===== config.mk =====
export PLATFORM = sky130hd
export DESIGN_NAME = event_step_sequencer
export DESIGN_NICKNAME = d
export VERILOG_FILES = /design/src/rtl/event_step_sequencer.v /design/src/rtl/step_table_mem.v
export VERILOG_INCLUDE_DIRS = /design/src /design/src/rtl
export SDC_FILE = /design/constraint.sdc
export NUM_CORES = 1
export LEC_CHECK = 0
export BUFFER_PORTS_ARGS = -buffer_cell sky130_fd_sc_hd__buf_2
export CAP_MARGIN = 20
export CORE_MARGIN = 4
export CORE_UTILIZATION = 35
export DETAILED_ROUTE_END_ITERATION = 6
export GPL_ROUTABILITY_DRIVEN = 0
export PLACE_DENSITY = 0.61
export SYNTH_ARGS = -nofsm -noshare
export SYNTH_HDL_FRONTEND = slang
export SYNTH_HIERARCHICAL = 1
export SYNTH_SLANG_ARGS = --single-unit

===== constraint.sdc =====
create_clock -name clock -period 3.6 [get_ports clock]
set_input_delay 0.36 -clock clock [delete_from_list [all_inputs] [get_ports clock]]
set_output_delay 0.36 -clock clock [all_outputs]
set_load 0.05 [all_outputs]

===== src/rtl/event_step_sequencer_defines.vh =====
// Shared constants of the event step sequencer: register map, fields, reset values, timing.
`ifndef EVENT_STEP_SEQUENCER_DEFINES_VH
`define EVENT_STEP_SEQUENCER_DEFINES_VH

// Byte offsets of the scalar registers (low address bits).
`define ADDR_STEP_TICK_COUNT 8'h00
`define ADDR_TIMER_VALUE 8'h04
`define ADDR_PRESET_STEP 8'h08
`define ADDR_CURRENT_STEP 8'h0C
`define ADDR_CONTROL 8'h10
`define ADDR_STATUS 8'h14
`define ADDR_TIME_BASE 8'h18
// Step table regions, selected by address bits 7:6; word index in bits 5:2.
`define REGION_PATTERN 2'h1
`define REGION_CONFIG 2'h2

// Control register bits.
`define CTRL_START 0
`define CTRL_JOG 1
`define CTRL_RESET 2
`define CTRL_RUN 3
`define CTRL_NONRETENTIVE 4
`define CTRL_WIDTH 5
`define CTRL_RESET_VALUE 5'h00

// Status register bits.
`define STAT_FLAG 0
`define STAT_COMPLETE 1

// Step configuration word layout.
`define CFG_COUNT_MSB 13
`define CFG_SEL_LSB 14
`define CFG_SEL_MSB 17
`define CFG_EVENT_EN 18
`define CFG_WIDTH 19
`define PATTERN_WIDTH 16

// Step numbers and counter values.
`define STEP_FIRST 5'h01
`define STEP_LAST 5'h10
`define STEP_NONE 5'h00
`define COUNT_ZERO 14'h0000
`define COUNT_ONE 15'h0001
`define TIME_BASE_RESET 14'h0001
`define TIME_BASE_MAX 14'h270F

// Timing: clock period and the hundredth-second tick, both in nanoseconds.
`define CLOCK_PERIOD_NS 50
`define HUNDREDTH_NS 10000000
`define TICK_CNT_WIDTH 18

`endif


===== src/rtl/event_step_sequencer.v =====
// Sixteen-step event sequencer with an AHB-Lite register slave.
`timescale 1ns/1ns
`include "event_step_sequencer_defines.vh"

// Overview of operation
// - Entering a step drives its stored pattern, then samples that step's event.
// - An event step holds while event false; timer runs only while event true.
// - When the step count has elapsed, move to the next step with its pattern.
// - Each step may be timer-only, event-only or both; any subset of steps.
// - Four consecutive status counters: step count, timer, preset step, current step.
// - Completion flag sets when the cycle completes, clears on sequencer reset.
// - Counters hold step count, hundredth-second timer, preset step, current step.
// - Preset step changes only when software writes it.
// - Final step done sets flag, enters complete, keeps final pattern and step.
// - Start and jog are ignored while complete.
// - Complete ends only on reset or run exit; reset clears flag, loads preset.
// - Start acts only when reset is off; runs timer and watches events.
// - Start off with reset off and no jog edge freezes step, timer, counts and outputs.
// - Each jog rising edge advances one step whatever start is, reset off.
// - Reset beats start; held in preset step without timer or events.
// - Preset step is 1 to 16, loaded on reset and on non-retentive run entry.
// - Each step has its own count of timer ticks.
// - Each step has its own optional event, chosen among discrete points.
// - Outputs driven whenever in run mode, regardless of start or reset.
// - Non-retentive run entry zeroes counts, loads preset; retentive keeps all.
// - Retentive is the default configuration.
// - Jog advances a step and clears the timer; start continues at once.
// - Time base programmable from 0.01 s to 99.99 s, shared by all steps.
// - Evaluated once per scan; resolution no finer than the scan.
module event_step_sequencer #(
  parameter TICK_CYCLES = `HUNDREDTH_NS / `CLOCK_PERIOD_NS
) (
  input wire clock,
  input wire sys_rst,
  input wire hsel,
  input wire [31:0] haddr,
  input wire [1:0] htrans,
  input wire hwrite,
  input wire [2:0] hsize,
  input wire [31:0] hwdata,
  input wire hready,
  output wire hreadyout,
  output wire hresp,
  output reg [31:0] hrdata,
  input wire [15:0] eventInputs,
  output reg [15:0] stepOutputs,
  output wire completionFlagOut
);

  // One-hot sequencer states.
  localparam ST_HALT = 3'b001;
  localparam ST_ACTIVE = 3'b010;
  localparam ST_DONE = 3'b100;
  localparam integer TICK_LAST_FULL = TICK_CYCLES - 1;
  localparam [`TICK_CNT_WIDTH-1:0] TICK_LAST = TICK_LAST_FULL[`TICK_CNT_WIDTH-1:0];

  // Sequencer state, the four status counters and the step whose pattern is showing.
  reg [2:0] state;
  reg [13:0] stepTickCount;
  reg [13:0] timerValue;
  reg [4:0] presetStep;
  reg [4:0] currentStep;
  reg [4:0] tableStep;
  reg [4:0] shownStep;
  reg completionFlag;

  // Control register, time base, jog edge capture and the scan tick divider.
  reg [`CTRL_WIDTH-1:0] control;
  reg [13:0] timeBase;
  reg jogPrev;
  reg jogPending;
  reg [`TICK_CNT_WIDTH-1:0] tickCount;
  reg tick;

  // Bus side: latched address, write strobe and read data being prepared.
  reg [7:0] addrReg;
  reg writePending;
  reg [31:0] next_hrdata;

  // Results of one scan of the current step, from the combinational evaluator.
  reg [13:0] next_timer;
  reg [13:0] next_count;
  reg evalAdvance;

  // Registered read data of the two step tables.
  wire [`PATTERN_WIDTH-1:0] patternData;
  wire [`CFG_WIDTH-1:0] configData;
  wire [`CFG_WIDTH-1:0] nextConfigData;

  // Table regions are recognised by address bits 7:6 of the latched write address.
  function isRegion;
    input [7:0] addr;
    input [1:0] region;
    begin
      isRegion = (addr[7:6] == region);
    end
  endfunction

  // A step with no count and no event takes no part in the sequence.
  function stepUsed;
    input [`CFG_WIDTH-1:0] cfg;
    begin
      stepUsed = cfg[`CFG_EVENT_EN] || (cfg[`CFG_COUNT_MSB:0] != `COUNT_ZERO);
    end
  endfunction

  // Control register fields.
  wire startCtl = control[`CTRL_START];
  wire jogCtl = control[`CTRL_JOG];
  wire resetCtl = control[`CTRL_RESET];
  wire runMode = control[`CTRL_RUN];
  wire nonRetentive = control[`CTRL_NONRETENTIVE];

  // The table memory answers one cycle late, so evaluation waits until it caught up.
  wire tableFresh = (tableStep == currentStep);
  // Sampling waits until the step's own pattern stands on the outputs, so no step is
  // left before its outputs were shown, not even by a jog.
  wire stepShown = (shownStep == currentStep);
  wire [3:0] currentIdx = currentStep[3:0] - 4'h1;
  wire [3:0] nextIdx = currentStep[3:0];
  wire hasEvent = configData[`CFG_EVENT_EN];
  wire eventTrue = eventInputs[configData[`CFG_SEL_MSB:`CFG_SEL_LSB]];
  wire [13:0] stepCounts = configData[`CFG_COUNT_MSB:0];
  wire [14:0] timerInc = {1'b0, timerValue} + `COUNT_ONE;
  wire [14:0] countInc = {1'b0, stepTickCount} + `COUNT_ONE;
  // The last step or a step followed by an unused one ends the cycle.
  wire finalStep = (currentStep == `STEP_LAST) || !stepUsed(nextConfigData);
  wire jogRise = jogCtl && !jogPrev;
  wire jogGo = jogPending && stepShown;
  wire scanGo = tick && startCtl && stepShown && evalAdvance;

  // Bus signalling: the slave never stalls and always answers OKAY.
  wire addrPhase = hsel && hready && htrans[1];
  wire [4:0] wrStep = hwdata[4:0];
  wire [13:0] wrBase = hwdata[13:0];
  assign hreadyout = 1'b1;
  assign hresp = 1'b0;
  assign completionFlagOut = completionFlag;

  // Output patterns, one word per step; the look-ahead port is not needed here.
  step_table_mem #(.WIDTH(`PATTERN_WIDTH)) patternTable (
    .clock(clock),
    .writeEnable(writePending && isRegion(addrReg, `REGION_PATTERN)),
    .writeAddr(addrReg[5:2]),
    .writeData(hwdata[`PATTERN_WIDTH-1:0]),
    .readAddrA(currentIdx),
    .readDataA(patternData),
    .readAddrB(nextIdx),
    .readDataB()
  );

  // Step configuration; port B looks one step ahead for the final-step test.
  step_table_mem #(.WIDTH(`CFG_WIDTH)) configTable (
    .clock(clock),
    .writeEnable(writePending && isRegion(addrReg, `REGION_CONFIG)),
    .writeAddr(addrReg[5:2]),
    .writeData(hwdata[`CFG_WIDTH-1:0]),
    .readAddrA(currentIdx),
    .readDataA(configData),
    .readAddrB(nextIdx),
    .readDataB(nextConfigData)
  );

  // Hundredth-second tick divider; the tick is also the scan on which steps are judged.
  always @(posedge clock or posedge sys_rst) begin
    if (sys_rst) begin
      tickCount <= {`TICK_CNT_WIDTH{1'b0}};
      tick <= 1'b0;
    end else if (tickCount == TICK_LAST) begin
      tickCount <= {`TICK_CNT_WIDTH{1'b0}};
      tick <= 1'b1;
    end else begin
      tickCount <= tickCount + {{(`TICK_CNT_WIDTH-1){1'b0}}, 1'b1};
      tick <= 1'b0;
    end
  end

  // One scan of the current step: event gate, timer, then step count.
  always @* begin
    next_timer = timerValue;
    next_count = stepTickCount;
    evalAdvance = 1'b0;
    if (hasEvent && !eventTrue) begin
      evalAdvance = 1'b0;
    end else if (stepCounts == `COUNT_ZERO) begin
      evalAdvance = 1'b1;
    end else if (timerInc >= {1'b0, timeBase}) begin
      next_timer = `COUNT_ZERO;
      next_count = countInc[13:0];
      if (countInc >= {1'b0, stepCounts}) begin
        evalAdvance = 1'b1;
      end
    end else begin
      next_timer = timerInc[13:0];
    end
  end

  // Main sequencer: run entry, reset, jog and timed or event steps.
  always @(posedge clock or posedge sys_rst) begin
    if (sys_rst) begin
      state <= ST_HALT;
      stepTickCount <= `COUNT_ZERO;
      timerValue <= `COUNT_ZERO;
      currentStep <= `STEP_FIRST;
      completionFlag <= 1'b0;
      jogPrev <= 1'b0;
      jogPending <= 1'b0;
      tableStep <= `STEP_FIRST;
    end else begin
      tableStep <= currentStep;
      jogPrev <= jogCtl;
      // A new edge that lands on the cycle a pending jog is served is kept.
      if (jogRise && !resetCtl && state == ST_ACTIVE) begin
        jogPending <= 1'b1;
      end else if (jogGo || state != ST_ACTIVE || resetCtl) begin
        jogPending <= 1'b0;
      end
      case (state)
        ST_HALT: begin
          // Program-to-run entry; only the non-retentive option reloads the counters.
          if (runMode) begin
            state <= ST_ACTIVE;
            completionFlag <= 1'b0;
            if (nonRetentive) begin
              stepTickCount <= `COUNT_ZERO;
              timerValue <= `COUNT_ZERO;
              currentStep <= presetStep;
            end
          end
        end
        ST_ACTIVE: begin
          // Reset beats jog and start; the step is held at the preset meanwhile.
          if (!runMode) begin
            state <= ST_HALT;
          end else if (resetCtl) begin
            currentStep <= presetStep;
            stepTickCount <= `COUNT_ZERO;
            timerValue <= `COUNT_ZERO;
            completionFlag <= 1'b0;
          end else if (jogGo || scanGo) begin
            stepTickCount <= `COUNT_ZERO;
            timerValue <= `COUNT_ZERO;
            if (finalStep) begin
              state <= ST_DONE;
              completionFlag <= 1'b1;
            end else begin
              currentStep <= currentStep + `STEP_FIRST;
            end
          end else if (tick && startCtl && stepShown) begin
            timerValue <= next_timer;
            stepTickCount <= next_count;
          end
        end
        ST_DONE: begin
          // Start and jog have no effect here; only reset or leaving run mode leaves.
          if (!runMode) begin
            state <= ST_HALT;
          end else if (resetCtl) begin
            state <= ST_ACTIVE;
            completionFlag <= 1'b0;
            currentStep <= presetStep;
            stepTickCount <= `COUNT_ZERO;
            timerValue <= `COUNT_ZERO;
          end
        end
        default: begin
          state <= ST_HALT;
        end
      endcase
    end
  end

  // Outputs follow the current step's pattern in run mode and rest low otherwise.
  always @(posedge clock or posedge sys_rst) begin
    if (sys_rst) begin
      stepOutputs <= 16'h0000;
      shownStep <= `STEP_NONE;
    end else if (runMode && tableFresh) begin
      stepOutputs <= patternData;
      shownStep <= currentStep;
    end else if (!runMode) begin
      stepOutputs <= 16'h0000;
      shownStep <= `STEP_NONE;
    end
  end

  // Bus address phase: latch the write target and prepare read data.
  always @(posedge clock or posedge sys_rst) begin
    if (sys_rst) begin
      addrReg <= 8'h00;
      writePending <= 1'b0;
      hrdata <= 32'h00000000;
    end else begin
      writePending <= addrPhase && hwrite;
      if (addrPhase) begin
        addrReg <= haddr[7:0];
      end
      if (addrPhase && !hwrite) begin
        hrdata <= next_hrdata;
      end
    end
  end

  // Read decode; table words and unmapped offsets read as zero.
  always @* begin
    next_hrdata = 32'h00000000;
    case (haddr[7:0])
      `ADDR_STEP_TICK_COUNT: next_hrdata = {18'h00000, stepTickCount};
      `ADDR_TIMER_VALUE: next_hrdata = {18'h00000, timerValue};
      `ADDR_PRESET_STEP: next_hrdata = {27'h0000000, presetStep};
      `ADDR_CURRENT_STEP: next_hrdata = {27'h0000000, currentStep};
      `ADDR_CONTROL: next_hrdata = {27'h0000000, control};
      `ADDR_STATUS: next_hrdata = {30'h00000000, state == ST_DONE, completionFlag};
      `ADDR_TIME_BASE: next_hrdata = {18'h00000, timeBase};
      default: next_hrdata = 32'h00000000;
    endcase
  end

  // Register writes in the data phase; out-of-range step or base values are dropped.
  always @(posedge clock or posedge sys_rst) begin
    if (sys_rst) begin
      control <= `CTRL_RESET_VALUE;
      presetStep <= `STEP_FIRST;
      timeBase <= `TIME_BASE_RESET;
    end else if (writePending) begin
      case (addrReg)
        `ADDR_CONTROL: control <= hwdata[`CTRL_WIDTH-1:0];
        `ADDR_PRESET_STEP: begin
          if (hwdata[31:5] == 27'h0000000 && wrStep >= `STEP_FIRST && wrStep <= `STEP_LAST) begin
            presetStep <= wrStep;
          end
        end
        `ADDR_TIME_BASE: begin
          if (hwdata[31:14] == 18'h00000 && wrBase != `COUNT_ZERO &&
              wrBase <= `TIME_BASE_MAX) begin
            timeBase <= wrBase;
          end
        end
        default: begin
          control <= control;
        end
      endcase
    end
  end

endmodule // event_step_sequencer


===== src/rtl/step_table_mem.v =====
// Sixteen-entry step table memory with one write port and two registered read ports.
`timescale 1ns/1ns
module step_table_mem #(
  parameter WIDTH = 16
) (
  input wire clock,
  input wire writeEnable,
  input wire [3:0] writeAddr,
  input wire [WIDTH-1:0] writeData,
  input wire [3:0] readAddrA,
  output reg [WIDTH-1:0] readDataA,
  input wire [3:0] readAddrB,
  output reg [WIDTH-1:0] readDataB
);

  reg [WIDTH-1:0] words [0:15];

  // Storage is not reset; software loads the table before entering run mode.
  always @(posedge clock) begin
    if (writeEnable) begin
      words[writeAddr] <= writeData;
    end
    readDataA <= words[readAddrA];
    readDataB <= words[readAddrB];
  end

endmodule // step_table_mem


==> results.cfg <==
[timing]
worst_pin_slew_ns = 1.17
rsz0062_at_grt = true
hold_violations = 0
slew_headroom = 0.211
skew_ns = 0.0263
timing.final.ws_setup_ns = 0.0514
period_needed_ns = 3.55
min_period_over_period = 0.986
setup_violations = 0
max_freq_ghz = 0.282
setup-tns-final_ns = 0
drv_slew = 0

[clock_network]
root_buffer = clkbuf_16
clk_pin_slew_worst_paths_ns = 0.06
clock_latency_ns = 0.62
clockBufferDepth = 3
cts.sinks = 741
htree_levels = 3
cts_tree = done
cts_buffers = 77

[route]
dr.pass1.iters = 5
drtAntennaViolNets = 0
drc_errors = 0
drtIter0Drc = 1727
routed_via_density = 5.48
wirelength_mm = 81.1
num_vias = 18000
drt-wirelength-per-cell_um = 24.6

[floorplan]
top_level_ports = 141
die_x_um = 309
start_util = 0.353
dieHeight_um = 309
dieArea_mm2 = 0.0957
rows = 110
core-area_mm2 = 0.0900

[worst_setup_path]
critPathMaxFanout = 5
r2r_setup_slack_ns = 0.05
end_kind = register
startpoint_type = register
worstSetupPathType = reg2reg
crit_arrival_ns = 4.08
worstPathRequired_ns = 4.13

[placed_design]
place_hpwl_mm = 50.6
dp_slack_ns = -0.0872
io_buffer_count = 92

[finish]
syn_to_final_growth_pct = 15.8
drive_gt1_frac = 0.295
nNetsFinal = 2177

[pwr]
ir_drop_mv = 0.308
powerDensity_mw_per_mm2 = 500
p_leak_nw = 13.0

[synthesis]
syn_inst = 1848
yosysWarnings = 6
synth.avg_cell_area_um2 = 17.2
synth_area_mm2 = 0.0318

[flow_run]
max_cap_violations = 0

[grt]
grt_overflow_total = 0
grt_use_total = 0.168
grt_pass1_vias = 18400
antenna_found_initial = 8
grt_pass1_wl_mm = 119
grt_max_degree = 65

[worst_hold_path]
hp-class = in2reg

[run_status]
status = completed
[power by group]
group	switching (mW)	internal (mW)
Combinational	0.790	0.487
Sequential	0.0989	9.32
Clock	3.33	4.39
[sequential cells by signal, indices dropped and copies added (netlist names)]
signal and cells:
timerValue 14, patternTable/readDataA 16, configTable/readDataA 19, jogPrev 1, tick 1, stepOutputs 16, timeBase 14, completionFlagOut 1
stepTickCount 14, tableStep 5, tickCount 18, hrdata 14, writePending 1, shownStep 5, currentStep 5, configTable/readDataB 15
addrReg 8, configTable/words 304, presetStep 5, state 3, control 5, patternTable/words 256, jogPending 1
[path summary, 6_finish.rpt]
kind,start,end,depth (start not counted)
worst max-delay path,stepTickCount[5],currentStep[0],15
worst min-delay path,hwrite,writePending,3
worst max register to register,stepTickCount[5],currentStep[0],15
worst min register to register,hrdata[10],hrdata[10],2
max in group asynchronous,sys_rst,tableStep[0],4
min in group asynchronous,sys_rst,tickCount[14],3
[layout make-up]
cell class	instances	area [um2]
sequential	741	21100
clock inverter	40	410
antenna	2	5.00
fill	8066	53200
inverter	36	151
timing repair buffer	224	1550
multi-input combinational	972	10100
tap	1176	1470
clock buffer	98	2030
[critical path: stages (launching register included)]
cell,delay (ns)
dfrtp_1,0.36
and4_4,0.23
and3_4,0.19
nand4_1,0.14
xnor2_2,0.21
ha_1,0.32
nand4_1,0.12
buf_4,0.17
nor4_2,0.28
a2111oi_1,0.09
o211ai_1,0.19
o311ai_4,0.22
a211oi_4,0.44
buf_6,0.16
nor3_2,0.03
a311oi_1,0.27
[cell usage in the layout (no fill, tap or decap), drive strengths merged, types with 29 or more instances in the layout]
cell type  count
a21oi         29
a22oi        104
buf          220
clkbuf        98
dfrtp        126
dfxtp         50
edfxtp       560
ha            35
inv           39
mux2          35
mux4         204
nand2        112
nand3         33
nor2          63
nor2b         36
[through the flow]
step           hold slack [ns]  utilization  instances  instance area (um2)  power [mW]
6_report                0.0464        0.409       3289                36800        18.4
5_1_grt                 0.0420        0.409       3287                36800        19.1
4_1_cts                0.00192        0.406       3276                36600        18.6
3_5_place_dp             0.472        0.379       3133                34100        10.9
3_3_place_gp             0.447        0.379       3132                34100        10.8
2_1_floorplan            0.352            -       1866                31800        10.4
[routing by layer]
metal  routed length [um]  global-route usage  share of wire  up-vias
li1                     -                   -              -     7805
met1                33900               0.228           0.42     9398
met2                39300               0.277           0.48      724
met3                 6240              0.0362          0.077      105
met4                 1630              0.0429          0.020        6
met5                   41                   0        0.00051        -
[timing repair]
item | in CTS | in global routing
setup buffers | 1 | 11
setup endpoints to repair | 5 | 31
pin swaps | 1 | 19
hold buffers | 4 | 0
resized for setup | 2 | 33
hold endpoints to repair | 40 | 0
Power figures use the tool's default switching activity.
